--- config.mk ---
export PLATFORM = sky130hd
export DESIGN_NAME = dfcs_control_status
export DESIGN_NICKNAME = d
export VERILOG_FILES = /design/src/dfcs_pkg.sv /design/src/dfcs_edge.sv /design/src/dfcs_watchdog.sv /design/src/dfcs_control_status.sv
export VERILOG_INCLUDE_DIRS = /design/src
export SDC_FILE = /design/constraint.sdc
export NUM_CORES = 1
export LEC_CHECK = 0
export BUFFER_PORTS_ARGS = -buffer_cell sky130_fd_sc_hd__buf_4
export CAP_MARGIN = 20
export CORE_AREA = 4 4 88 90
export DETAILED_ROUTE_END_ITERATION = 12
export DIE_AREA = 0 0 92 94
export GPL_TIMING_DRIVEN = 0
export HOLD_SLACK_MARGIN = 0.12
export PLACE_DENSITY = 0.8
export SLEW_MARGIN = 0
export SYNTH_ARGS = -nofsm -noshare
export SYNTH_HDL_FRONTEND = slang
export SYNTH_HIERARCHICAL = 1
export SYNTH_SLANG_ARGS = --single-unit
export TNS_END_PERCENT = 5
--- constraint.sdc ---
create_clock -name mclk -period 2.27 [get_ports mclk]
set_clock_uncertainty 0.05 [all_clocks]
set_input_delay 0.3405 -clock mclk [delete_from_list [all_inputs] [get_ports mclk]]
set_output_delay 0.3405 -clock mclk [all_outputs]
set_load 0.01 [all_outputs]
--- src/dfcs_defines.svh ---
// Bit positions, reset values and timing counts for the fieldbus control and status block.
`ifndef DFCS_DEFINES_SVH
`define DFCS_DEFINES_SVH

// ----------------------------------------
// Command word bit positions
// ----------------------------------------
`define DFCS_CW_ON 0
`define DFCS_CW_COAST_N 1
`define DFCS_CW_QUICK_N 2
`define DFCS_CW_START 3
`define DFCS_CW_RAMP_OUT 4
`define DFCS_CW_RAMP_HOLD 5
`define DFCS_CW_RAMP_IN 6
`define DFCS_CW_FAULT_RST 7
`define DFCS_CW_INCH_1 8
`define DFCS_CW_INCH_2 9
`define DFCS_CW_BUS_EN 10
`define DFCS_CW_WD_PULSE 11
`define DFCS_CW_DIN_LO 11
`define DFCS_CW_DIN_HI 15

// ----------------------------------------
// State word bit positions and masks
// ----------------------------------------
`define DFCS_SW_FAULT 3
`define DFCS_SW_WARN 7
`define DFCS_SW_AT_REF 8
`define DFCS_SW_RUNNING 12
`define DFCS_SW_READY 13
`define DFCS_SW_BOARD_MASK 16'h0277

// ----------------------------------------
// Reset values and timing
// ----------------------------------------
`define DFCS_CMD_RST 16'h0000
`define DFCS_STATUS_RST 16'h0000
`define DFCS_CLK_HZ 125000000
`define DFCS_WD_PERIOD_MS 1000
`define DFCS_WD_CYC ((`DFCS_WD_PERIOD_MS) * ((`DFCS_CLK_HZ) / 1000))

`endif

--- src/dfcs_pkg.sv ---
// Types shared by the fieldbus control and status block.
package dfcs_pkg;

	typedef enum logic {
		dfcs_layout_one = 1'b0,
		dfcs_layout_two = 1'b1
	} dfcs_layout_t;

	typedef enum logic [1:0] {
		dfcs_st_inhibit = 2'b00,
		dfcs_st_sw_on = 2'b01,
		dfcs_st_operate = 2'b11,
		dfcs_st_run = 2'b10
	} dfcs_state_t;

endpackage

--- src/dfcs_edge.sv ---
// Rising edge detector for command word bits.
`timescale 1ns/1ps
module dfcs_edge #(
	parameter int W = 2
) (
	input wire logic mclk,
	input wire logic rst_n,
	input wire logic [W-1:0] level,
	output logic [W-1:0] rise
);

	logic [W-1:0] level_q;

	always_ff @(posedge mclk or negedge rst_n) begin
		if (!rst_n) begin
			level_q <= '0;
		end else begin
			level_q <= level;
		end
	end

	assign rise = level & ~level_q;
endmodule

--- src/dfcs_watchdog.sv ---
// Monitor of the master's watchdog square wave.
`timescale 1ns/1ps
module dfcs_watchdog #(
	parameter int unsigned TIMEOUT_CYC = 1000
) (
	input wire logic mclk,
	input wire logic rst_n,
	input wire logic enable,
	input wire logic pulse,
	input wire logic clear,
	output logic fault_q
);

	localparam logic [31:0] LAST = 32'(TIMEOUT_CYC - 1);

	logic pulse_q;
	logic [31:0] cnt_q;
	logic toggle;
	logic timeout;

	assign toggle = pulse ^ pulse_q;
	assign timeout = enable && !toggle && (cnt_q == LAST);

	always_ff @(posedge mclk or negedge rst_n) begin
		if (!rst_n) begin
			pulse_q <= 1'b0;
		end else begin
			pulse_q <= pulse;
		end
	end

	// The count saturates so that a dead master keeps the fault raised.
	always_ff @(posedge mclk or negedge rst_n) begin
		if (!rst_n) begin
			cnt_q <= 32'h0;
		end else if (!enable || toggle) begin
			cnt_q <= 32'h0;
		end else if (cnt_q != LAST) begin
			cnt_q <= cnt_q + 32'h1;
		end
	end

	always_ff @(posedge mclk or negedge rst_n) begin
		if (!rst_n) begin
			fault_q <= 1'b0;
		end else if (timeout) begin
			fault_q <= 1'b1;
		end else if (clear) begin
			fault_q <= 1'b0;
		end
	end
endmodule

--- src/dfcs_control_status.sv ---
// Fieldbus command word decoder and state word builder of the motor drive.
// Operation
// - Layout one: bit7 rising edge clears faults
// - Layout one: bit10 selects fieldbus control
// - Status bits 3,7,8,12,13 from drive conditions
// - Status bits 0-2,4-6,9 from board machine
// - Layout two: bit0 rising leaves switch-on inhibit
// - Layout two: bit1 low requests coast stop
// - Layout two: bit2 low requests quick stop
// - Layout two: bit3 high starts, low stops
// - Layout two: bit4 low zeroes ramp output
// - Layout two: bit5 low holds ramp output
// - Layout two: bit6 low zeroes ramp input
// - Layout two: bit7 high resets faults
// - Layout two: bits8,9 select inching speeds
// - Layout two: bit10 enables fieldbus when selected
// - Watchdog square wave; missing pulse raises fault
// - Bit0 low: ramped stop to ready state
// - Coast stop ends in switch-on inhibit
// - Bit4 outranks bits 5 and 6
`timescale 1ns/1ps
`include "dfcs_defines.svh"
module dfcs_control_status #(
	parameter int unsigned WD_TIMEOUT_CYC = `DFCS_WD_CYC
) (
	input wire logic mclk,
	input wire logic rst_n,
	input wire dfcs_pkg::dfcs_layout_t layout_sel,
	input wire logic [15:0] cmd_word,
	input wire logic cmd_valid,
	input wire logic bus_place_sel,
	input wire logic wd_enable,
	input wire logic [15:0] bus_board_state_machine_status,
	input wire logic drive_fault,
	input wire logic drive_warning,
	input wire logic drive_at_ref,
	input wire logic drive_running,
	input wire logic drive_ready,
	output logic [15:0] layout_one_state_word_q,
	output logic run_cmd_q,
	output logic bus_ctrl_q,
	output logic fault_reset_q,
	output logic [4:0] remote_digital_input_q,
	output logic coast_stop_q,
	output logic quick_stop_q,
	output logic ramp_out_zero_q,
	output logic ramp_hold_q,
	output logic ramp_in_zero_q,
	output logic inch_1_q,
	output logic inch_2_q,
	output logic comm_fault_q,
	output dfcs_pkg::dfcs_state_t drive_state_q
);

	// ----------------------------------------
	// Command word capture
	// ----------------------------------------
	logic [15:0] command_word_q;
	logic layout_two;
	logic on_rise;
	logic fault_ack_rise;
	logic bus_act_d;
	logic stop_forced;
	dfcs_pkg::dfcs_state_t st_d;
	logic [15:0] status_d;

	assign layout_two = (layout_sel == dfcs_pkg::dfcs_layout_two);

	// Both layouts share one capture register; the layout only changes its decoding.
	always_ff @(posedge mclk or negedge rst_n) begin
		if (!rst_n) begin
			command_word_q <= `DFCS_CMD_RST;
		end else if (cmd_valid) begin
			command_word_q <= cmd_word;
		end
	end

	dfcs_edge #(
		.W(2)
	) u_edge (
		.mclk(mclk),
		.rst_n(rst_n),
		.level({command_word_q[`DFCS_CW_FAULT_RST], command_word_q[`DFCS_CW_ON]}),
		.rise({fault_ack_rise, on_rise})
	);

	dfcs_watchdog #(
		.TIMEOUT_CYC(WD_TIMEOUT_CYC)
	) u_watchdog (
		.mclk(mclk),
		.rst_n(rst_n),
		.enable(wd_enable && layout_two),
		.pulse(command_word_q[`DFCS_CW_WD_PULSE]),
		.clear(fault_reset_q),
		.fault_q(comm_fault_q)
	);

	// ----------------------------------------
	// Fieldbus control selection
	// ----------------------------------------
	assign bus_act_d = layout_two ?
		(command_word_q[`DFCS_CW_BUS_EN] && bus_place_sel) :
		command_word_q[`DFCS_CW_BUS_EN];

	always_ff @(posedge mclk or negedge rst_n) begin
		if (!rst_n) begin
			bus_ctrl_q <= 1'b0;
		end else begin
			bus_ctrl_q <= bus_act_d;
		end
	end

	// ----------------------------------------
	// Layout two drive state machine
	// ----------------------------------------
	// Losing fieldbus control while running is handled as a coast stop.
	assign stop_forced = !layout_two || !bus_act_d || drive_fault || comm_fault_q ||
		!command_word_q[`DFCS_CW_COAST_N] ||
		!command_word_q[`DFCS_CW_QUICK_N];

	always_comb begin
		st_d = drive_state_q;
		if (stop_forced) begin
			st_d = dfcs_pkg::dfcs_st_inhibit;
		end else begin
			unique case (drive_state_q)
				dfcs_pkg::dfcs_st_inhibit: begin
					if (on_rise) begin
						st_d = dfcs_pkg::dfcs_st_sw_on;
					end
				end
				dfcs_pkg::dfcs_st_sw_on: begin
					if (command_word_q[`DFCS_CW_ON]) begin
						st_d = dfcs_pkg::dfcs_st_operate;
					end
				end
				dfcs_pkg::dfcs_st_operate: begin
					if (!command_word_q[`DFCS_CW_ON]) begin
						st_d = dfcs_pkg::dfcs_st_sw_on;
					end else if (command_word_q[`DFCS_CW_START]) begin
						st_d = dfcs_pkg::dfcs_st_run;
					end
				end
				dfcs_pkg::dfcs_st_run: begin
					if (!command_word_q[`DFCS_CW_ON]) begin
						st_d = dfcs_pkg::dfcs_st_sw_on;
					end else if (!command_word_q[`DFCS_CW_START]) begin
						st_d = dfcs_pkg::dfcs_st_operate;
					end
				end
			endcase
		end
	end

	always_ff @(posedge mclk or negedge rst_n) begin
		if (!rst_n) begin
			drive_state_q <= dfcs_pkg::dfcs_st_inhibit;
		end else begin
			drive_state_q <= st_d;
		end
	end

	// ----------------------------------------
	// Run, stop and fault reset commands
	// ----------------------------------------
	always_ff @(posedge mclk or negedge rst_n) begin
		if (!rst_n) begin
			run_cmd_q <= 1'b0;
			coast_stop_q <= 1'b0;
			quick_stop_q <= 1'b0;
		end else begin
			if (layout_two) begin
				run_cmd_q <= (st_d == dfcs_pkg::dfcs_st_run);
			end else begin
				run_cmd_q <= command_word_q[`DFCS_CW_START] && bus_act_d;
			end
			coast_stop_q <= layout_two && !command_word_q[`DFCS_CW_COAST_N];
			quick_stop_q <= layout_two && !command_word_q[`DFCS_CW_QUICK_N];
		end
	end

	// Layout one acts on the edge only, so a bit left high cannot hold faults cleared.
	always_ff @(posedge mclk or negedge rst_n) begin
		if (!rst_n) begin
			fault_reset_q <= 1'b0;
		end else if (layout_two) begin
			fault_reset_q <= command_word_q[`DFCS_CW_FAULT_RST];
		end else begin
			fault_reset_q <= fault_ack_rise;
		end
	end

	// ----------------------------------------
	// Ramp and inching commands
	// ----------------------------------------
	always_ff @(posedge mclk or negedge rst_n) begin
		if (!rst_n) begin
			ramp_out_zero_q <= 1'b0;
			ramp_hold_q <= 1'b0;
			ramp_in_zero_q <= 1'b0;
			inch_1_q <= 1'b0;
			inch_2_q <= 1'b0;
		end else begin
			ramp_out_zero_q <= layout_two && !command_word_q[`DFCS_CW_RAMP_OUT];
			ramp_hold_q <= layout_two && command_word_q[`DFCS_CW_RAMP_OUT] &&
				!command_word_q[`DFCS_CW_RAMP_HOLD];
			ramp_in_zero_q <= layout_two && command_word_q[`DFCS_CW_RAMP_OUT] &&
				command_word_q[`DFCS_CW_RAMP_HOLD] && !command_word_q[`DFCS_CW_RAMP_IN];
			// Both inching requests together mean stop.
			inch_1_q <= layout_two && command_word_q[`DFCS_CW_INCH_1] && !command_word_q[`DFCS_CW_INCH_2];
			inch_2_q <= layout_two && command_word_q[`DFCS_CW_INCH_2] && !command_word_q[`DFCS_CW_INCH_1];
		end
	end

	always_ff @(posedge mclk or negedge rst_n) begin
		if (!rst_n) begin
			remote_digital_input_q <= 5'h00;
		end else if (layout_two) begin
			remote_digital_input_q <= 5'h00;
		end else begin
			remote_digital_input_q <= command_word_q[`DFCS_CW_DIN_HI:`DFCS_CW_DIN_LO];
		end
	end

	// ----------------------------------------
	// State word
	// ----------------------------------------
	always_comb begin
		status_d = bus_board_state_machine_status & `DFCS_SW_BOARD_MASK;
		status_d[`DFCS_SW_FAULT] = drive_fault;
		status_d[`DFCS_SW_WARN] = drive_warning;
		status_d[`DFCS_SW_AT_REF] = drive_at_ref;
		status_d[`DFCS_SW_RUNNING] = drive_running;
		status_d[`DFCS_SW_READY] = drive_ready;
	end

	always_ff @(posedge mclk or negedge rst_n) begin
		if (!rst_n) begin
			layout_one_state_word_q <= `DFCS_STATUS_RST;
		end else begin
			layout_one_state_word_q <= status_d;
		end
	end
endmodule

==> flow_summary.ini, run 1 <==
[synth]
yosys.cell_types.count = 44
ys.warnings.count = 6
synth_edf_count = 0
synthArstFlopShare_pct = 100.0
syn_area_um2 = 3408
syn_inst = 279
synth_ff_type = dfrtp_1
synth-seq-area-share_pct = 59.47
synth-seq-cells = 81
syn_area_per_cell_um2 = 12.22

[final_layout]
fin_nets = 413
drive_gt1_share_pct = 33.16
commonest_non_fill_non_tap_cells_in_the_layout = dfrtp_1, buf_4, nor2_1
insertedDiodeCount = 0
stdcell_area_um2 = 4412
final_util_pct = 62.50
final_common_cell = dfrtp_1
area.growth.synth_to_final_pct = 29.44

[floorplan]
die_y_um = 94
top_level_ports = 77
floorplan.initialDensity_pct = 48.28
fp.coreArea_um2 = 7059
core.rowCount = 31
die_w_um = 92
fp.dieArea_um2 = 8648

[clock_network]
cts-root-buf = clkbuf_8
number_of_buffers_created_by_cts = 9
post_cts.repair.setup_buffers = 0
cts.reportedPaths.clkPinSlew_ns = 0.10
ctsLongestPathBuffers = 2
cts.sink_count = 81
cts_tree = done
clock_insertion_delay_at_the_later_pin_of_the_skew_report_ns = 0.36
cts_htree_levels = 3

[route]
drc = 0
route.top_layer_used = met4
met3_length_um = 524
drt_pre_antenna_iters = 4
wirelength_met1_um = 2742
routed_wirelength_um = 6831
avgRoutedWirePerCell_um = 14.44
first_iter_violations = 138
routed-via-count = 2392
antenna_left = 0
route.met2.wl_um = 3473
drt-vias-per-instance = 5.057

[power]
power.static_leakage_nw = 2.043
power-per-cell-area_nw_per_um2 = 690.7
vdd_drop_max_uv = 629.2
total_design_power_mw = 3.047

[timing]
worst-slew-pin-transition_ns = 0.6146
fin_setup_tns_ns = 0
slew_violations = 0
final-hold-violation-count = 0
max_freq_ghz = 0.5003
unrepaired_setup_endpoints_after_global_routing = no
layout_worst_path_cycle_share_pct = 88.05
max_slew_margin_pct = 58.68
final_setup_violations = 0
finalWorstPathRequiredPeriod_ns = 1.999

[worst_setup_path]
slowest_library_cell_on_the_worst_path = nor4_4
critPathCaptureType = flop
setup.worst_path.start_class = flop
crit_path_max_fanout = 7
critical_r2r_launch = u_watchdog/cnt_q[0]
slowest_delay_ns = 0.56
crit_path_cell_trace = ha_1 > nand3_1 > nor4_4 > nand4_1 > xor2_1 > nor2_1
worst-endpoint-arrival_ns = 2.18
startpoint = u_watchdog/cnt_q[0]
timing_worst_setup_path_type = flop to flop
worstPathRequired_ns = 2.46

[global_routing]
grt_pass1_wl_um = 11870
antenna_found_initial = 0
pin_count_of_the_biggest_net_entering_global_routing = 82
track_usage_pct = 17.72
number_of_global_route_vias_before_repair = 2477
globalRouteOverflowTotal = 0

[placement]
gpl.final_weighted_congestion = 0.8101
port-buffer-count = 62
dpl_cell_area_um2 = 4009
hpwl_um = 4579

[worst_hold_path]
min_delay_worst_type = input pin to flop
min-delay-start = cmd_word[6]

[run_status]
status = completed

[job]
cap_viol_max_count = 0
==> cells in the mapped netlist (2+ instances only) <==
| library cell | number | area (µm²) |
|---|---|---|
| xnor2_1 | 5 | 43.79 |
| and2b_1 | 5 | 37.54 |
| and3_1 | 7 | 43.79 |
| xor2_1 | 20 | 175.2 |
| nor2b_1 | 4 | 25.02 |
| nor2_1 | 30 | 112.6 |
| buf_4 | 4 | 30.03 |
| nand3_1 | 16 | 80.08 |
| nor4b_2 | 2 | 30.03 |
| mux2_2 | 17 | 191.4 |
| buf_6 | 3 | 33.78 |
| nor4_2 | 2 | 25.02 |
| or3_1 | 2 | 12.51 |
| nor4_4 | 2 | 42.54 |
| nor3_1 | 4 | 20.02 |
| a21oi_1 | 7 | 35.03 |
| dfrtp_1 | 81 | 2027 |
| nand4_1 | 9 | 56.30 |
| o21ai_0 | 7 | 35.03 |
| nor4_1 | 3 | 18.77 |
| inv_1 | 5 | 18.77 |
| nand2_1 | 15 | 56.30 |
| clkbuf_2 | 2 | 10.01 |
| clkbuf_1 | 3 | 11.26 |
| or3_2 | 3 | 22.52 |
| and2_1 | 2 | 12.51 |
| nor2b_4 | 2 | 27.53 |
==> registers in the layout (all words and copies together), names as in the netlist, 2 cells and up <==
name                     flops
u_watchdog/cnt_q            32
remote_digital_input_q       5
command_word_q              16
u_edge/level_q               2
drive_state_q                2
layout_one_state_word_q     12
==> routing by layer <==
layer / GRT usage [%] / vias to the layer above
li1: - / 1135
met1: 21.01 / 1187
met2: 28.47 / 61
met3: 8.494 / 9
met4: 5.817 / 0
met5: 0 / -
==> timing repair <==
action | 4_1_cts | 5_1_grt
resized for setup | 0 | 2
endpoints found under the hold margin | 23 | 0
setup endpoints to repair | 0 | 7
hold buffers | 13 | 0
==> power by group <==
part / internal (mW) / total, mW / switching, mW
Clock: 0.643 / 1.23 / 0.587
Combinational: 0.152 / 0.270 / 0.118
Sequential: 1.51 / 1.55 / 0.0387
Total: 2.30 / 3.05 / 0.744
==> path summary, 6_finish.rpt <==
kind,endpoint,slack [ns],cells past startpoint
setup / recovery,u_watchdog/cnt_q[26],0.27,6
hold / removal,command_word_q[6],0.16,2
setup reg to reg,u_watchdog/cnt_q[26],0.27,6
hold reg to reg,u_edge/level_q[1],0.39,0
max in group asynchronous,u_watchdog/cnt_q[10],1.34,3
min in group asynchronous,u_watchdog/cnt_q[26],0.27,2
==> cells by family (layout without fill, tap and decap cells) <==
group	count (synthesis)	in the layout	share of synthesized area (%)
multiplexers	18	18	5.910
flip-flops	81	81	59.47
other	1	4	0.1100
adder cells (fa/ha/maj)	1	1	0.3670
buffers and inverters	17	109	3.047
AO/OA/AOI/OAI	18	18	3.377
AND/OR/NAND/NOR	118	118	21.29
XOR/XNOR	25	25	6.424
==> critical path, delay by kind of cell (launching register included) <==
kind	cells	cell delay, ns
AND/OR/NAND/NOR	4	1.03
flip-flops	1	0.41
adder cells (fa/ha/maj)	1	0.22
XOR/XNOR	1	0.17
==> stage by stage <==
| stage | hold slack (ns) | setup slack, ns | std cells |
|---|---|---|---|
| after floorplan | -0.005091 | 0.5127 | 282 |
| final | 0.1588 | 0.2714 | 473 |
| after detailed placement | 0.3607 | 0.1802 | 443 |
| after global routing | 0.1304 | 0.03993 | 473 |
| after global placement | 0.3510 | 0.2222 | 443 |
| after CTS | 0.1434 | 0.1587 | 472 |
==> final cells by class <==
cell class | count | area [µm²]
clock inverters | 7 | 106.4
fillers | 557 | 2648
clock buffers | 9 | 123.9
well taps | 99 | 123.9
repair buffers | 76 | 623.1
flip-flops and latches | 81 | 2027
inverters | 5 | 18.77
plain buffers | 12 | 85.08
multi-input cells | 184 | 1304
Power figures use the tool's default switching activity.
==> run 2: changes to the inputs <==
--- a/config.mk
+++ b/config.mk
@@ -8,15 +8,15 @@
 export LEC_CHECK = 0
 export BUFFER_PORTS_ARGS = -buffer_cell sky130_fd_sc_hd__buf_4
 export CAP_MARGIN = 20
-export CORE_AREA = 4 4 88 90
+export CORE_AREA = 4 4 87 89
 export DETAILED_ROUTE_END_ITERATION = 12
-export DIE_AREA = 0 0 92 94
+export DIE_AREA = 0 0 91 93
 export GPL_TIMING_DRIVEN = 0
 export HOLD_SLACK_MARGIN = 0.12
+export MAX_ROUTING_LAYER = met4
 export PLACE_DENSITY = 0.8
 export SLEW_MARGIN = 0
 export SYNTH_ARGS = -nofsm -noshare
 export SYNTH_HDL_FRONTEND = slang
-export SYNTH_HIERARCHICAL = 1
 export SYNTH_SLANG_ARGS = --single-unit
 export TNS_END_PERCENT = 5
==> run 2 against run 1 <==
  * Synthesized area is 3.2% lower
  * Worst hold slack better by 0.00098 ns
  * Clock power is 15% lower
  * Non-clock buffer count is 3 higher
  * Synthesized cell count is 1.8% higher
  * Largest cell class unchanged
  * Largest power group unchanged
  * Highest routed layer unchanged
==> flow_summary.ini, run 2 <==
[power]
p_sw_uw = 684.1
power.static_leakage_nw = 1.946
switching_share_of_total_power_pct = 24.06
total_design_power_mw = 2.843
power.clock.fraction_pct = 36.8
combinationalPowerShare_pct = 9.0
power-per-cell-area_nw_per_um2 = 672.3
vdd_drop_max_uv = 545.4
power.share.sequential_pct = 54.1
power.internal_mw = 2.159

[global_routing]
antenna_found_initial = 0
pin_count_of_the_biggest_net_entering_global_routing = 82
track_usage_pct = 17.73
number_of_global_route_vias_before_repair = 2487
globalRouteOverflowTotal = 0
grt_pass1_wl_um = 11570

[synth]
synth-seq-cells = 81
syn_area_um2 = 3299
synth_ff_type = dfrtp_1
synth-seq-area-share_pct = 61.43
yosysMostFrequentCell = dfrtp_1
syn_inst = 284
syn_area_per_cell_um2 = 11.62
synth_edf_count = 0
synth-compound-area-share_pct = 3.337
combinational_family_with_the_most_area_after_synthesis = simple AND/OR/NAND/NOR gates
synthTopCellsByArea = dfrtp_1, mux2_2, xor2_1
synthMuxAreaShare_pct = 5.423
post_synth_and_or_nand_nor_area_fraction_pct = 20.36
synthArstFlopShare_pct = 100.0
post-synth-top-area-fraction_pct = 61.43
yosys.cell_types.count = 39
synthAdderAreaFrac_pct = 0.3792
yosys.area_share.xor_xnor_pct = 6.105
ys.warnings.count = 0
synth.top_cells.by_count = dfrtp_1, nor2_1, nand2_1
synth_top_cell_by_area = dfrtp_1

[floorplan]
fp.coreArea_um2 = 6756
die_y_um = 93
top_level_ports = 77
floorplan.initialDensity_pct = 48.83
die_w_um = 91
fp.dieArea_um2 = 8463
core.rowCount = 30

[final_layout]
fin_nets = 418
largest-register = u_watchdog.cnt_q
nFillCells = 518
insertedDiodeCount = 0
combined_area_of_the_multi_input_logic_cells_um2 = 1190
register_area_um2 = 2027
drive_gt1_share_pct = 27.97
commonest_non_fill_non_tap_cells_in_the_layout = dfrtp_1, buf_4, nor2_1
count_of_placed_standard_cells_in_the_final_layout_fillers_left_out = 459
stdcell_area_um2 = 4229
final_common_cell = dfrtp_1
largestRegisters = u_watchdog.cnt_q: 32 flops, command_word_q: 16 flops, layout_one_state_word_q: 12 flops
largest_register_ff_count = 32
area.growth.synth_to_final_pct = 28.18

[worst_setup_path]
worstPathRequired_ns = 2.52
critPathCaptureType = flop
timing_worst_setup_path_type = flop to flop
crit_path_cell_trace = ha_1 > nand3_1 > nor4_4 > nand2_1 > or4_1 > nand2_1
worst-endpoint-arrival_ns = 2.25
slowest_delay_ns = 0.42
crit_path_max_fanout = 5
slowest_library_cell_on_the_worst_path = dfrtp_1
setup.worst_path.start_class = flop
cp_common_cell = nand2_1

[run_status]
status = completed

[timing]
fin_setup_tns_ns = 0
layout_worst_path_cycle_share_pct = 88.25
final-hold-violation-count = 0
final_setup_violations = 0
max_freq_ghz = 0.4992
finalWorstPathRequiredPeriod_ns = 2.003
max_slew_margin_pct = 63.16
unrepaired_setup_endpoints_after_global_routing = no
worst-slew-pin-transition_ns = 0.5481
slew_violations = 0
postLayoutSetupSlackWorst_ns = 0.2667

[route]
drc = 0
drt-vias-per-instance = 5.159
avgRoutedWirePerCell_um = 14.65
routed-via-count = 2368
antenna_left = 0
drt_pre_antenna_iters = 4
routed_wirelength_um = 6726
first_iter_violations = 115

[placement]
pre_cts_worst_setup_slack_ns = 0.2342
gpl.final_weighted_congestion = 0.7923
dp_cells = 429
dpl_cell_area_um2 = 3876
hpwl_um = 4571
port-buffer-count = 62

[clock_network]
ctsLongestPathBuffers = 2
cts.sink_count = 81
cts.reportedPaths.clkPinSlew_ns = 0.09
cts-root-buf = clkbuf_8
number_of_buffers_created_by_cts = 9
clock_insertion_delay_at_the_later_pin_of_the_skew_report_ns = 0.35
cts_tree = done
cts_htree_levels = 3

[job]
cap_viol_max_count = 0

[worst_hold_path]
min_delay_worst_type = input pin to flop
-- run 2: area by class of cell --
type,count,share of cell area [%]
Buffer,15,1.775
Clock buffer,10,3.018
Clock inverter,6,1.598
Inverter,5,0.4438
Multi-Input combinational cell,186,28.14
Sequential cell,81,47.93
Tap cell,80,2.367
Timing Repair Buffer,76,14.73
-- run 2: path summary, 6_finish.rpt --
kind / start / slack, ns / cells after the start / endpoint
max: u_watchdog.cnt_q[0] / 0.27 / 6 / u_watchdog.cnt_q[30]
min: cmd_word[10] / 0.16 / 3 / command_word_q[10]
max reg2reg: u_watchdog.cnt_q[0] / 0.27 / 6 / u_watchdog.cnt_q[30]
min reg2reg: command_word_q[7] / 0.35 / 0 / u_edge.level_q[1]
max in group asynchronous: rst_n / 1.31 / 3 / command_word_q[4]
min in group asynchronous: rst_n / 0.31 / 2 / u_watchdog.cnt_q[11]
-- run 2: power by group through the flow --
| stage | Combinational, mW | Sequential [mW] | Clock, mW |
|---|---|---|---|
| 2_1_floorplan | 0.0830 | 1.58 | 0 |
| 5_1_grt | 0.286 | 1.55 | 1.13 |
| 3_5_place_dp | 0.237 | 1.57 | 0 |
| 6_report | 0.257 | 1.54 | 1.05 |
| 4_1_cts | 0.254 | 1.54 | 1.06 |
| 3_3_place_gp | 0.231 | 1.56 | 0 |
-- run 2: cell families (layout without fill, tap and decap cells) --
kind of cell               count (synthesis)  after routing
DFF                                       81             81
adders and majority gates                  1              1
xor gates and xnor gates                  23             23
buffers and inverters                     20            112
muxes                                     16             16
other                                      1              4
and+or+nand+nor                          123            123
AOI/OAI and AO/OA                         19             19
-- run 2: through the flow --
step / hold WS [ns] / utilization, %
CTS: 0.1416 / 62.04
finish: 0.1597 / 62.59
global placement: 0.3241 / 57.37
floorplan: -0.005091 / -
global route: 0.1476 / 62.59
detailed placement: 0.3398 / 57.37
-- run 2: worst max-delay path: cells and delay by family (launching register included) --
family,cells,cell delay [ns]
DFF,1,0.42
adders and majority gates,1,0.23
and+or+nand+nor,5,1.26
-- run 2: what timing repair did --
item                                   4_1_cts  5_1_grt
gates resized for setup                      0        0
endpoints found under the hold margin       12       81
hold buffers                                12        1
buffers inserted                             0        0
-- run 2: per-layer routing --
metal | track usage, % | up-vias | wire length, µm
met3 | 5.310 | 8 | 425
li1 | - | 1150 | -
met5 | - | - | 0
met4 | 6.156 | 0 | 74
met2 | 29.68 | 71 | 3432
met1 | 20.50 | 1139 | 2794
==> run 3: changes to the inputs <==
--- a/config.mk
+++ b/config.mk
@@ -7,14 +7,14 @@
 export NUM_CORES = 1
 export LEC_CHECK = 0
 export BUFFER_PORTS_ARGS = -buffer_cell sky130_fd_sc_hd__buf_4
-export CAP_MARGIN = 20
-export CORE_AREA = 4 4 87 89
+export CAP_MARGIN = 25
+export CORE_AREA = 4 4 91 93
 export DETAILED_ROUTE_END_ITERATION = 12
-export DIE_AREA = 0 0 91 93
+export DIE_AREA = 0 0 95 97
 export GPL_TIMING_DRIVEN = 0
 export HOLD_SLACK_MARGIN = 0.12
 export MAX_ROUTING_LAYER = met4
-export PLACE_DENSITY = 0.8
+export PLACE_DENSITY = 0.67
 export SLEW_MARGIN = 0
 export SYNTH_ARGS = -nofsm -noshare
 export SYNTH_HDL_FRONTEND = slang
==> run 3 against run 2 <==
  * Global-route usage decreased by 1.4 points
  * Core utilization decreased by 5.8 points
  * Die area increased by 8.9%
  * Non-clock buffer count stayed put
  * Largest power group unchanged
  * Critical path depth is the same
  * Critical path type unchanged
  * Wire length is 1.5% lower
  * Worst hold slack improved by 0.0074 ns
  * Register-to-register slack improved by 0.04 ns
  * Sequential share of layout area fell by 0.48 points
  * Maximum frequency up 2.1%
==> flow_summary.ini, run 3 (synthesized netlist as in run 2, its figures left out) <==
[run_status]
status = completed

[timing]
fin_setup_tns_ns = 0
max_slew_margin_pct = 63.79
slew_violations = 0
worst-slew-pin-transition_ns = 0.5432
finalWorstPathRequiredPeriod_ns = 1.962
layout_worst_path_cycle_share_pct = 86.44
unrepaired_setup_endpoints_after_global_routing = no
final_setup_violations = 0
final-hold-violation-count = 0
max_freq_ghz = 0.5096

[global_routing]
globalRouteOverflowTotal = 0
grt_pass1_wl_um = 11620
number_of_global_route_vias_before_repair = 2488
pin_count_of_the_biggest_net_entering_global_routing = 82
track_usage_pct = 16.31
antenna_found_initial = 0

[final_layout]
fin_nets = 418
final_util_pct = 56.75
largestRegisters = u_watchdog.cnt_q: 32 flops, command_word_q: 16 flops, layout_one_state_word_q: 12 flops
area.growth.synth_to_final_pct = 29.47
largest-register = u_watchdog.cnt_q
insertedDiodeCount = 0
largest_register_ff_count = 32
register_area_um2 = 2027
final_common_cell = dfrtp_1
drive_gt1_share_pct = 28.23
count_of_placed_standard_cells_in_the_final_layout_fillers_left_out = 481
combined_area_of_the_multi_input_logic_cells_um2 = 1190
commonest_non_fill_non_tap_cells_in_the_layout = dfrtp_1, buf_4, nor2_1
nFillCells = 680

[floorplan]
top_level_ports = 77
die_w_um = 95
floorplan.initialDensity_pct = 43.83
fp.coreArea_um2 = 7527
core.rowCount = 32
fp.dieArea_um2 = 9215
die_y_um = 97

[worst_setup_path]
crit_path_cell_trace = ha_1 > nand3_1 > nor4_4 > nand2_1 > or4_1 > nand2_1
critPathCaptureType = flop
crit_path_max_fanout = 5
slowest_library_cell_on_the_worst_path = or4_1
cp_common_cell = nand2_1
slowest_delay_ns = 0.42
cp_top_family = simple AND/OR/NAND/NOR gates
worst-endpoint-arrival_ns = 2.20
setup.reg_to_reg.worst_slack_ns = 0.31
worstPathBufferInverterCount = 0
timing_worst_setup_path_type = flop to flop
setup.worst_path.start_class = flop
worstPathRequired_ns = 2.51

[route]
drc = 0
antenna_left = 0
met3_length_um = 408
first_iter_violations = 87
wirelength_met1_um = 2979
avgRoutedWirePerCell_um = 13.78
routed_wirelength_um = 6628
route.top_layer_used = met4
drt_pre_antenna_iters = 5
drt-vias-per-instance = 4.958
route.met2.wl_um = 3173
routed-via-count = 2385

[worst_hold_path]
min_delay_worst_type = input pin to flop

[clock_network]
cts_htree_levels = 3
clock_insertion_delay_at_the_later_pin_of_the_skew_report_ns = 0.35
number_of_buffers_created_by_cts = 9
cts_tree = done
cts.reportedPaths.clkPinSlew_ns = 0.09
ctsLongestPathBuffers = 2
cts-root-buf = clkbuf_8
cts.sink_count = 81
post_cts_resized = 0

[placement]
hpwl_um = 4567
dp_cells = 451
gpl.final_weighted_congestion = 0.7930
port-buffer-count = 62

[power]
power.static_leakage_nw = 1.957
total_design_power_mw = 2.894
vdd_drop_max_uv = 433.7
power-per-cell-area_nw_per_um2 = 677.5

[job]
cap_viol_max_count = 0
## run 3: power breakdown
part | internal (mW) | switching (mW)
Combinational | 0.140 | 0.116
Clock | 0.550 | 0.549
Sequential | 1.51 | 0.0323
Total | 2.20 | 0.697
## run 3: area by class of cell
class | count | area share (%)
timing repair buffer | 76 | 14.59
sequential | 81 | 47.45
clock inverter | 6 | 1.699
inverter | 5 | 0.4394
buffer | 15 | 1.757
tap | 102 | 2.988
multi-input combinational | 186 | 27.86
clock buffer | 10 | 3.222
## run 3: worst paths after layout
path / from / endpoint / depth (start not counted)
worst max-delay path: u_watchdog.cnt_q[0] / u_watchdog.cnt_q[30] / 6
worst min-delay path: cmd_word[4] / command_word_q[4] / 2
min in group asynchronous: rst_n / u_watchdog.cnt_q[16] / 2
max in group asynchronous: rst_n / command_word_q[8] / 3
worst min register to register: command_word_q[7] / u_edge.level_q[1] / 0
worst max register to register: u_watchdog.cnt_q[0] / u_watchdog.cnt_q[30] / 6
## run 3: routing by layer
metal / global-route usage [%] / vias to the layer above
li1: - / 1147
met1: 20.95 / 1165
met2: 25.05 / 67
met3: 5.365 / 6
met4: 3.996 / 0
met5: - / -
## run 3: stage by stage
step                setup WS (ns)  cell area (µm²)  hold WS, ns
finish                     0.3078             4272       0.1671
floorplan                  0.5392             3311    -0.005091
global placement           0.2036             3904       0.3239
global route               0.1561             4272       0.1511
detailed placement         0.1817             3904       0.3380
CTS                        0.2953             4234       0.1408
## run 3: what timing repair did
| action | in CTS | in global routing |
|---|---|---|
| setup buffers | 0 | 0 |
| hold endpoints to repair | 12 | 17 |
| hold buffers | 12 | 1 |
